<file path="src/rlm_pkg.sv">
// Purpose: constants for the readback select and dac load mode control block
// Assumes: 16-bit serial words, msb first, sampled on falling serial clock
// Notes:   only the readback/load-mode command is decoded; dac data writes arrive on ports
package rlm_pkg;
  localparam int          WORD_BITS     = 16;
  localparam int          CNT_BITS      = 5;
  localparam logic [4:0]  WORD_LAST     = 5'h10;
  localparam int          CMD_MSB       = 15;
  localparam int          ADDR_HI       = 14;
  localparam int          ADDR_LO       = 11;
  localparam int          RSV_HI        = 10;
  localparam int          RSV_LO        = 7;
  localparam int          EN_BIT        = 6;
  localparam int          SEL_HI        = 5;
  localparam int          SEL_LO        = 2;
  localparam int          MODE_HI       = 1;
  localparam int          MODE_LO       = 0;
  localparam logic [3:0]  ADDR_RBLM     = 4'h7;
  localparam logic [3:0]  RSV_ZERO      = 4'h0;
  localparam logic [3:0]  SEL_PD_REF    = 4'hB;
  localparam logic [3:0]  SEL_OPEN_DRN  = 4'hC;
  localparam logic [3:0]  SEL_TRISTATE  = 4'hD;
  localparam logic [3:0]  SEL_RESERVED  = 4'hE;
  localparam logic [3:0]  SEL_SW_RESET  = 4'hF;
  localparam logic [3:0]  SEL_RESET_VAL = 4'h0;
  typedef enum logic [1:0] {
    LOAD_IMMEDIATE = 2'b00,
    LOAD_HOLD      = 2'b01,
    LOAD_COPY_ALL  = 2'b10,
    LOAD_RESERVED  = 2'b11
  } rlm_mode_t;
endpackage : rlm_pkg

</file>
<file path="src/rlm_ctrl.sv">
// Purpose: readback selector and dac load mode control behind a 4-wire serial port
// Assumes: serial pins are asynchronous to clk and are sampled through two flip-flops
// Notes:   serial clock must stay below clk/4 so every edge is seen
// Behaviour
// - Selector codes 1011..1111 name power-down/reference, open-drain, three-state, reserved, reset.
// - Load mode 00 (reset default) copies each input register write straight to the dac register.
// - Load mode 01 updates only the input register and leaves dac registers unchanged.
// - Writing load mode 10 copies all input registers to the dac registers of all channels not written in the same cycle, in one update.
// - Each command is one 16-bit word, data sampled on the falling serial clock edge.
// - The link has serial clock, data in, data out and a host-driven frame select.
// - The command is bit 15 low with bits 14..11 equal to 0111, and bits 10..7 written zero.
// - With enable bit 6 set and a selector other than reserved 1110, the selected register goes out on the next transfer, then enable clears.
// - Load mode bits 1..0 other than reserved 11 take effect on every write whatever the enable bit.
`timescale 1ns/100ps
module rlm_ctrl
  import rlm_pkg::*;
#(
  parameter int CHANNELS = 8,
  parameter int DATA_W   = 12
) (
  // clock and reset
  input  wire logic                       clk,
  input  wire logic                       rst,
  input  wire logic                       clkEn,
  // serial link
  input  wire logic                       serClk,
  input  wire logic                       serSelN,
  input  wire logic                       serDin,
  output logic                            serDout,
  // dac input register writes from the command decoder
  input  wire logic                       inWrStb,
  input  wire logic [$clog2(CHANNELS)-1:0] inWrChan,
  input  wire logic [DATA_W-1:0]          inWrData,
  // readback source words, indexed by selector code
  input  wire logic [15:0][WORD_BITS-1:0] rbWords,
  // dac state and control outputs
  output logic [CHANNELS-1:0][DATA_W-1:0] dacReg,
  output logic                            dacUpdate,
  output logic [1:0]                      loadMode,
  output logic                            rbEnable,
  output logic [3:0]                      rbSelect,
  output logic                            swResetReq
);
  logic [2:0]               clkSync_ff;
  logic [1:0]               selSync_ff;
  logic [1:0]               dinSync_ff;
  logic [WORD_BITS-1:0]     shIn_ff;
  logic [WORD_BITS-1:0]     shOut_ff;
  logic [CNT_BITS-1:0]      bitCnt_ff;
  logic                     rbActive_ff;
  logic                     rbEn_ff;
  logic [3:0]               rbSel_ff;
  rlm_mode_t                mode_ff;
  logic [CHANNELS-1:0][DATA_W-1:0] inReg_ff;
  logic [CHANNELS-1:0][DATA_W-1:0] dacReg_ff;
  logic                     upd_ff;
  logic                     swRst_ff;
  logic                     serDout_ff;

  logic                     fallEdge;
  logic                     riseEdge;
  logic                     selActive;
  logic                     selSeen_ff;
  logic                     frameEnd;
  logic [WORD_BITS-1:0]     nxt_word;
  logic                     wordDone;
  logic                     cmdHit;
  logic                     copyAll;
  // one strobe decode per channel, compared at the channel index's own width
  localparam int            CHAN_W = $clog2(CHANNELS);
  logic [CHANNELS-1:0]      chanHit;

  // two-stage synchronisers; edges judged only between stages two and three
  always_ff @(posedge clk) begin
    if (rst) begin
      // serial clock idles high; a low start value would fake a rising edge
      clkSync_ff <= 3'h7;
      selSync_ff <= 2'h3;
      dinSync_ff <= 2'h0;
    end else if (clkEn) begin
      clkSync_ff <= {clkSync_ff[1:0], serClk};
      selSync_ff <= {selSync_ff[0], serSelN};
      dinSync_ff <= {dinSync_ff[0], serDin};
    end
  end

  assign fallEdge  = clkSync_ff[2] & ~clkSync_ff[1] & selActive;
  assign riseEdge  = ~clkSync_ff[2] & clkSync_ff[1] & selActive;
  assign selActive = ~selSync_ff[1];
  // frame end is seen a few clk late, so frames need a short gap between them
  assign frameEnd  = selSeen_ff & ~selActive;
  assign nxt_word  = {shIn_ff[WORD_BITS-2:0], dinSync_ff[1]};
  assign wordDone  = fallEdge && (bitCnt_ff == WORD_LAST - 5'h1);
  assign cmdHit    = wordDone && !nxt_word[CMD_MSB]
                     && nxt_word[ADDR_HI:ADDR_LO] == ADDR_RBLM;
  // copy-all is taken from the word just shifted in, so the dac registers of all channels not written in that cycle move on one edge
  assign copyAll   = cmdHit && nxt_word[MODE_HI:MODE_LO] == LOAD_COPY_ALL;

  // falling-edge shift in, sixteen bits to a word
  always_ff @(posedge clk) begin
    if (rst) begin
      shIn_ff    <= '0;
      bitCnt_ff  <= '0;
      selSeen_ff <= 1'b0;
    end else if (clkEn) begin
      selSeen_ff <= selActive;
      if (!selActive) begin
        bitCnt_ff <= '0;
      end else if (fallEdge) begin
        shIn_ff <= nxt_word;
        // bits after the sixteenth are ignored; the count parks at the word length
        if (bitCnt_ff != WORD_LAST) begin
          bitCnt_ff <= bitCnt_ff + 5'h1;
        end
      end
    end
  end

  // readback arm: enable held until the next frame has shifted the word out
  always_ff @(posedge clk) begin
    if (rst) begin
      rbEn_ff     <= 1'b0;
      rbSel_ff    <= SEL_RESET_VAL;
      rbActive_ff <= 1'b0;
    end else if (clkEn) begin
      // a reserved selector is refused outright and leaves the armed state as it was
      if (cmdHit && nxt_word[EN_BIT] && nxt_word[SEL_HI:SEL_LO] != SEL_RESERVED) begin
        rbEn_ff  <= 1'b1;
        rbSel_ff <= nxt_word[SEL_HI:SEL_LO];
        // re-arming inside the read frame restarts the wait, so the new request survives
        rbActive_ff <= 1'b0;
      end else if (rbActive_ff && frameEnd) begin
        rbEn_ff     <= 1'b0;
        rbActive_ff <= 1'b0;
      end else if (rbEn_ff && selActive && !selSeen_ff) begin
        rbActive_ff <= 1'b1;
      end
    end
  end

  // shift out on rising edges so data is steady at the host's falling sample
  always_ff @(posedge clk) begin
    if (rst) begin
      shOut_ff   <= '0;
      serDout_ff <= 1'b0;
    end else if (clkEn) begin
      if (selActive && !selSeen_ff) begin
        shOut_ff   <= rbEn_ff ? rbWords[rbSel_ff] : '0;
        serDout_ff <= rbEn_ff ? rbWords[rbSel_ff][WORD_BITS-1] : 1'b0;
      end else if (riseEdge && bitCnt_ff != '0) begin
        shOut_ff   <= {shOut_ff[WORD_BITS-2:0], 1'b0};
        serDout_ff <= shOut_ff[WORD_BITS-2];
      end
    end
  end

  // load mode; a reserved code leaves it unchanged
  always_ff @(posedge clk) begin
    if (rst) begin
      mode_ff <= LOAD_IMMEDIATE;
    end else if (clkEn) begin
      if (cmdHit && nxt_word[MODE_HI:MODE_LO] != LOAD_RESERVED) begin
        mode_ff <= rlm_mode_t'(nxt_word[MODE_HI:MODE_LO]);
      end
    end
  end

  // software reset request when selector names the reset register
  // one-cycle request only; the wider reset sequence lives outside this block
  always_ff @(posedge clk) begin
    if (rst) begin
      swRst_ff <= 1'b0;
    end else if (clkEn) begin
      swRst_ff <= cmdHit && nxt_word[EN_BIT]
                  && nxt_word[SEL_HI:SEL_LO] == SEL_SW_RESET;
    end
  end

  // input and dac registers, one slice per channel
  genvar ch;
  generate
    for (ch = 0; ch < CHANNELS; ch++) begin : g_chan
      assign chanHit[ch] = inWrStb && (inWrChan == CHAN_W'(ch));
      always_ff @(posedge clk) begin
        if (rst) begin
          inReg_ff[ch]  <= '0;
          dacReg_ff[ch] <= '0;
        end else if (clkEn) begin
          if (chanHit[ch]) begin
            inReg_ff[ch] <= inWrData;
            if (mode_ff == LOAD_IMMEDIATE) begin
              dacReg_ff[ch] <= inWrData;
            end
          end else if (copyAll) begin
            // a channel written in the same cycle skips the copy; its dac register takes the new data only if the old mode is immediate
            dacReg_ff[ch] <= inReg_ff[ch];
          end
        end
      end
    end
  endgenerate

  // one update pulse marks every change of the dac registers
  always_ff @(posedge clk) begin
    if (rst) begin
      upd_ff <= 1'b0;
    end else if (clkEn) begin
      // pulse rises on the same edge as the dac registers, so a watcher sees both together
      upd_ff <= (inWrStb && mode_ff == LOAD_IMMEDIATE)
                || copyAll;
    end
  end

  assign serDout    = serDout_ff;
  assign dacReg     = dacReg_ff;
  assign dacUpdate  = upd_ff;
  assign loadMode   = mode_ff;
  assign rbEnable   = rbEn_ff;
  assign rbSelect   = rbSel_ff;
  assign swResetReq = swRst_ff;
endmodule : rlm_ctrl

</file>
<file path="config.mk">
export PLATFORM = sky130hd
export DESIGN_NAME = rlm_ctrl
export DESIGN_NICKNAME = d
export VERILOG_FILES = /design/src/rlm_pkg.sv /design/src/rlm_ctrl.sv
export SDC_FILE = /design/constraint.sdc
export NUM_CORES = 1
export LEC_CHECK = 0
export ABC_AREA = 1
export ABC_CLOCK_PERIOD_IN_PS = 5400
export BUFFER_PORTS_ARGS = -buffer_cell sky130_fd_sc_hd__buf_2
export CAP_MARGIN = 20
export CORE_ASPECT_RATIO = 1.5
export CORE_UTILIZATION = 50
export CTS_BUF_LIST = sky130_fd_sc_hd__clkbuf_8
export DETAILED_ROUTE_END_ITERATION = 10
export GPL_ROUTABILITY_DRIVEN = 0
export PLACE_DENSITY = 0.83
export SKIP_LAST_GASP = 1
export SYNTH_ARGS = -nofsm -noshare
export SYNTH_HDL_FRONTEND = slang
export SYNTH_SLANG_ARGS = --single-unit
export TNS_END_PERCENT = 20
</file>
<file path="constraint.sdc">
create_clock -name clk -period 5.4 [get_ports clk]
set_input_delay 0.81 -clock clk [delete_from_list [all_inputs] [get_ports clk]]
set_output_delay 0.81 -clock clk [all_outputs]
set_load 0.005 [all_outputs]
</file>
Word-level counts from Yosys, hierarchy flattened
Index checks and enable logic that the tools add are counted.
{ "totals": {"in_bits": 278, "register_bits": 246, "word_cells": 159, "output_inout_bits": 106} }
{ "op_classes": {"order_cmp": 1, "n_eq_ne": 22, "n_addsub": 1, "n_mux": 33, "n_reduce_logical": 64, "bitwise": 8} }
{ "ops": {"columns": ["cell", "n"], "rows": [
  ["$mux W12", 17],
  ["$bmux W16 S4", 1],
  ["$mux W15", 3],
  ["$reduce_and A3 Y1", 10],
  ["$reduce_and A2 Y1", 13],
  ["$reduce_bool A2 Y1", 12],
  ["$logic_and A1 B1 Y1", 22],
  ["$mux W16", 1],
  ["$ne A2 B1 Y1 const B", 8],
  ["$mux W5", 3],
  ["$eq A3 B3 Y1 const B", 4],
  ["$mux W1", 8],
  ["$eq A3 B2 Y1 const B", 2],
  ["$add A5 B1 Y5 const B", 1],
  ["$and A1 B1 Y1", 5],
  ["$eq A5 B4 Y1 const B", 1],
  ["$lt A4 B5 Y1 const B", 1],
  ["$ne A5 B5 Y1 const B", 1],
  ["$reduce_bool A5 Y1", 1],
  ["$eq A4 B3 Y1 const B", 1],
  ["$eq A4 B4 Y1 const B", 1],
  ["$ne A4 B4 Y1 const B", 1],
  ["$eq A3 B1 Y1 const B", 1],
  ["$logic_not A3 Y1", 1],
  ["7 further kinds", 10]
]} }

Depth between registers and ports, before layout
{ "depth": {"depth_word": 10, "mapped_depth": 12, "depth_no_buf": 12} }

Worst setup path before layout
No wires, ideal clock.
{ "synth_timing": {"path_type": "input -> register", "startpoint": "in inWrStb", "endpoint": "reg dacReg_ff (netlist bit dacReg[47])", "setup_ps": 115, "t_arrival_ps": 1775, "path_stages": 10, "t_required_ps": 5285, "path_buffers": 1, "setup_slack_ps": 3510, "cell_sequence": "inv_1 > nor2_2 > nand2_1 > inv_1 > nand2_1 > nand2_2 > buf_4 > nand3_1 > nand2_1 > nor2_1"} }
{ "synth_between": {"elab_chain_len": 3, "word_cells_on_any_way": 5, "classes_between": "eq/ne (1); mux (1); reduce/logical (3)"} }
{ "synth_lines": {"columns": ["element", "line_no", "rtl"], "rows": [
  ["from (decl)", "rlm_ctrl.sv:31", "input wire logic inWrStb,"],
  ["$logic_and A1 B1 Y1 (*)", "rlm_ctrl.sv:183", "assign chanHit[ch] = inWrStb && (inWrChan == CHAN_W'(ch));"],
  ["$ne A2 B1 Y1 (no source line) or $reduce_bool A2 Y1 (tied branches)", null, null],
  ["$reduce_and A3 Y1 (no source line)", null, null],
  ["to (signal, indexed assignment)", "rlm_ctrl.sv:192", "dacReg_ff[ch] <= inWrData;"],
  ["to (signal, indexed assignment)", "rlm_ctrl.sv:196", "dacReg_ff[ch] <= inReg_ff[ch];"],
  ["to (decl)", "rlm_ctrl.sv:55", "logic [CHANNELS-1:0][DATA_W-1:0] dacReg_ff;"]
]} }
Every way passes the cells marked *; elsewhere a longest branch is shown, timed or not.
A chain may end at the register's enable or synchronous reset.

Final worst setup path
{ "layout_timing": {"startpoint": "in clkEn", "endpoint": "reg dacReg_ff (netlist bit dacReg[11])"} }
{ "layout_between": {"elab_chain_len": 1} }
{ "layout_lines": {"columns": ["element", "line_no", "rtl"], "rows": [
  ["from (decl)", "rlm_ctrl.sv:24", "input wire logic clkEn,"],
  ["$reduce_and A3 Y1 (no source line)", null, null]
]} }
No other way between the ends.

==> out/summary.json <==
{
  "postCtsResizedCells": {"value": 0},
  "flops_latches_synth": {"value": 246},
  "timing.critical_path.mode_cell": {"value": "nand2_1"},
  "max_slew_margin": {"value": 29.5, "unit": "%"},
  "std_cell_rows": {"value": 74},
  "outcome": {"value": "complete, no violations"},
  "io_buffers": {"value": 383},
  "leakage": {"value": 7.97, "unit": "nW"},
  "critPathMaxFanout": {"value": 38},
  "cts_tree": {"value": "built"},
  "launching_point_of_the_worst_reg2reg_path": {"value": "bitCnt_ff[1]"},
  "initial_utilization": {"value": 50.8, "unit": "%"},
  "asyncSetResetFlopFracSynth": {"value": 0, "unit": "%"},
  "wl_per_cell": {"value": 16.6, "unit": "um"},
  "die_h": {"value": 205, "unit": "um"},
  "crit_path_cell_trace": {"value": "buf_2 -> inv_2 -> nor2_2 -> nand2_1 -> nand2_1 -> nand2_1 -> a21oi_1"},
  "critPathMaxStageDelay": {"value": 520, "unit": "ps"},
  "cts-htree-levels": {"value": 2},
  "global_route_wire_length_before_repair": {"value": 72.5, "unit": "mm"},
  "cp.arrival": {"value": 3300, "unit": "ps"},
  "totalWireLength": {"value": 48.6, "unit": "mm"},
  "worst-r2r-cell-count": {"value": 10},
  "timing.final.crit_share": {"value": 52.5, "unit": "%"},
  "final-instance-count-excl-fill": {"value": 2931},
  "fp.coreArea": {"value": 0.0271, "unit": "mm^2"},
  "crit_path_top_delay_cell": {"value": "buf_2"},
  "first_global_vias": {"value": 14300},
  "synth_seq_area_share": {"value": 35.8, "unit": "%"},
  "antenna_found_initial": {"value": 8},
  "detailed_place_hpwl": {"value": 35.1, "unit": "mm"},
  "ir_worst_vdd": {"value": 204, "unit": "uV"},
  "startpoint_class": {"value": "input port"},
  "holdPathStages": {"value": 2},
  "drt_iter0_drc": {"value": 1092},
  "finish.utilization": {"value": 59.9, "unit": "%"},
  "drt-vias-per-instance": {"value": 5.43},
  "grt_residual_overflow": {"value": 0},
  "final.setup.tns": {"value": 0, "unit": "ps"},
  "global_routing_usage_summed_across_all_routing_layers": {"value": 33.6, "unit": "%"},
  "rsz0062_at_grt": {"value": "no"},
  "fraction_of_layout_instances_using_a_drive_strength_above_1": {"value": 18.5, "unit": "%"},
  "mapped_area": {"value": 0.0138, "unit": "mm^2"},
  "clock_tree.root_cell": {"value": "clkbuf_8"},
  "final.setup_skew": {"value": 22.2, "unit": "ps"},
  "clkSinkCount": {"value": 246},
  "grt_start_max_net_pins": {"value": 79},
  "numPlacedInstances": {"value": 2862},
  "cts_buffers": {"value": 38},
  "r2r-end": {"value": "dacReg[72]"},
  "endpoint_kind": {"value": "flip-flop"},
  "maxCapViolCount": {"value": 0},
  "final_hold_viol_count": {"value": 0},
  "finalSetupViolCount": {"value": 0},
  "die_width": {"value": 138, "unit": "um"},
  "cts_hold_buf": {"value": 0},
  "drv_slew": {"value": 0},
  "synth-edff-count": {"value": 0},
  "drt_pre_antenna_iters": {"value": 6},
  "path_class": {"value": "input port to flip-flop"},
  "clk_transition_reported_paths": {"value": 70, "unit": "ps"},
  "top_level_ports": {"value": 384},
  "cp_data_required_time": {"value": 5870, "unit": "ps"},
  "area_growth": {"value": 18.0, "unit": "%"},
  "synth_top_flop_cell": {"value": "dfxtp_1"},
  "fmax": {"value": 353, "unit": "MHz"},
  "timing_worst_slew_pin_value": {"value": 1050, "unit": "ps"},
  "synth_cell_type_count": {"value": 30},
  "nets": {"value": 2842},
  "min-delay-start": {"value": "inReg_ff[40]"},
  "worstHoldEndpoint": {"value": "inReg_ff[40]"},
  "ys_warn_count": {"value": 0},
  "power_per_cell_area": {"value": 233, "unit": "mW/mm^2"},
  "detail_route.drc_violations": {"value": 0},
  "mappedNetlistNets": {"value": 2571},
  "worstSkewPairLatency": {"value": 560, "unit": "ps"},
  "layout_min_cycle_time": {"value": 2830, "unit": "ps"},
  "clock_tree.buffer_depth": {"value": 3},
  "reg2reg_slack": {"value": 2660, "unit": "ps"},
  "post-cts-setup-buffers": {"value": 0},
  "synthesis.area_per_instance": {"value": 6.01, "unit": "um^2"},
  "die-area": {"value": 0.0282, "unit": "mm^2"},
  "drtAntennaViolNets": {"value": 0},
  "hp-class": {"value": "flip-flop to flip-flop"},
  "hold-worst-slack": {"value": 461, "unit": "ps"},
  "vias": {"value": 15900},
  "syn_inst": {"value": 2290}
}
## layout make-up
type / instances / area, um^2
Fill cell: 2597 / 10900
Multi-Input combinational cell: 1578 / 7010
Sequential cell: 246 / 4930
Timing Repair Buffer: 394 / 2020
Inverter: 303 / 1140
Clock buffer: 46 / 633
Tap cell: 342 / 428
Clock inverter: 15 / 72.6
Antenna cell: 7 / 17.5
## metal layers
layer	vias up	track usage, %	wire length (um)
li1	7755	-	-
met4	2	23.7	3540
met2	859	55.9	22700
met5	-	0	13
met1	7100	34.9	16700
met3	208	11.4	5650
## power breakdown
part / leakage, nW / internal [mW] / total [mW] / switching, mW
registers: 1.99 / 1.85 / 1.87 / 0.0188
logic: 5.59 / 0.156 / 0.419 / 0.264
clock network: 0.395 / 0.768 / 1.49 / 0.727
total: 7.97 / 2.77 / 3.78 / 1.01
## how the worst max path moves through the flow
stage | endpoint | slack (ps) | depth (start not counted) | startpoint
after global routing | dacReg[6] | 2330 | 7 | clkEn
after detailed placement | dacReg[2] | 2110 | 7 | clkEn
after CTS | dacReg[11] | 2690 | 7 | clkEn
after global placement | dacReg[0] | 2230 | 7 | clkEn
final | dacReg[11] | 2570 | 7 | clkEn
after floorplan | dacReg[47] | 3510 | 10 | inWrStb
## synthesized netlist by cell type (3+ instances only)
cell      count  area, um^2
buf_1        23        86.3
o21ai_0     149         746
clkbuf_1     92         345
nand2_1     710        2670
dfxtp_1     246        4920
nand3_1     311        1560
ha_1          3        37.5
buf_4        11        82.6
a211oi_1     12        90.1
inv_1       296        1110
nand2_2       7        43.8
buf_2        25         125
nand4_1       7        43.8
nor2_2        6        37.5
clkbuf_2     12        60.1
nor2_1      123         462
nor3_1        6        30.0
a21oi_1     223        1120
inv_2         5        18.8
nor2_4        3        33.8
o21ai_1       8        40.0
## sequential cells by signal (all words and copies together), names as in the netlist, 3 cells and up
signal and cells:
rbSelect 4, inReg_ff 96, shOut_ff 15, clkSync_ff 3
dacReg 96, shIn_ff 15, bitCnt_ff 5
## per-stage QoR
stage / power [mW] / cell area (um^2) / setup WS (ps)
finish: 3.78 / 16300 / 2570
global route: 3.92 / 16200 / 2330
CTS: 3.78 / 16200 / 2690
detailed placement: 2.31 / 15500 / 2110
global placement: 2.31 / 15500 / 2230
floorplan: 2.12 / 13800 / 3510
## critical path: cells and delay by family
family                 cells  cell delay, ps
AND/OR/NAND/NOR            4            1430
buffers and inverters      2             870
AO/OA/AOI/OAI              1             150
## placed cells by master, fill, tap and decap left out
cell type	count
inv_1	302
buf_4	11
dfxtp_2	1
nor2_1	123
nor2_4	3
buf_2	382
nand3_2	1
clkinv_2	3
a41oi_1	1
a21oi_1	223
inv_6	1
dfxtp_4	1
o21ai_0	149
nor4_1	1
clkbuf_8	46
nand4_1	7
nand3b_1	1
inv_2	7
nor2_2	6
nor3_4	2
nor3_1	6
buf_16	1
ha_1	3
diode_2	7
inv_4	1
clkinvlp_4	2
dfxtp_1	244
clkinv_1	2
o211ai_1	1
nand3_1	311
o211a_1	1
nand2_1	710
nand2_2	7
nand4_2	2
o21ai_1	8
a211oi_1	12
## logic make-up after synthesis
kind of cell    share of synthesized area [%]
simple gates                             36.0
buf+inv                                  13.3
compound gates                           14.7
flops                                    35.8
fa+ha+maj                               0.273
Power figures use the tool's default switching activity.
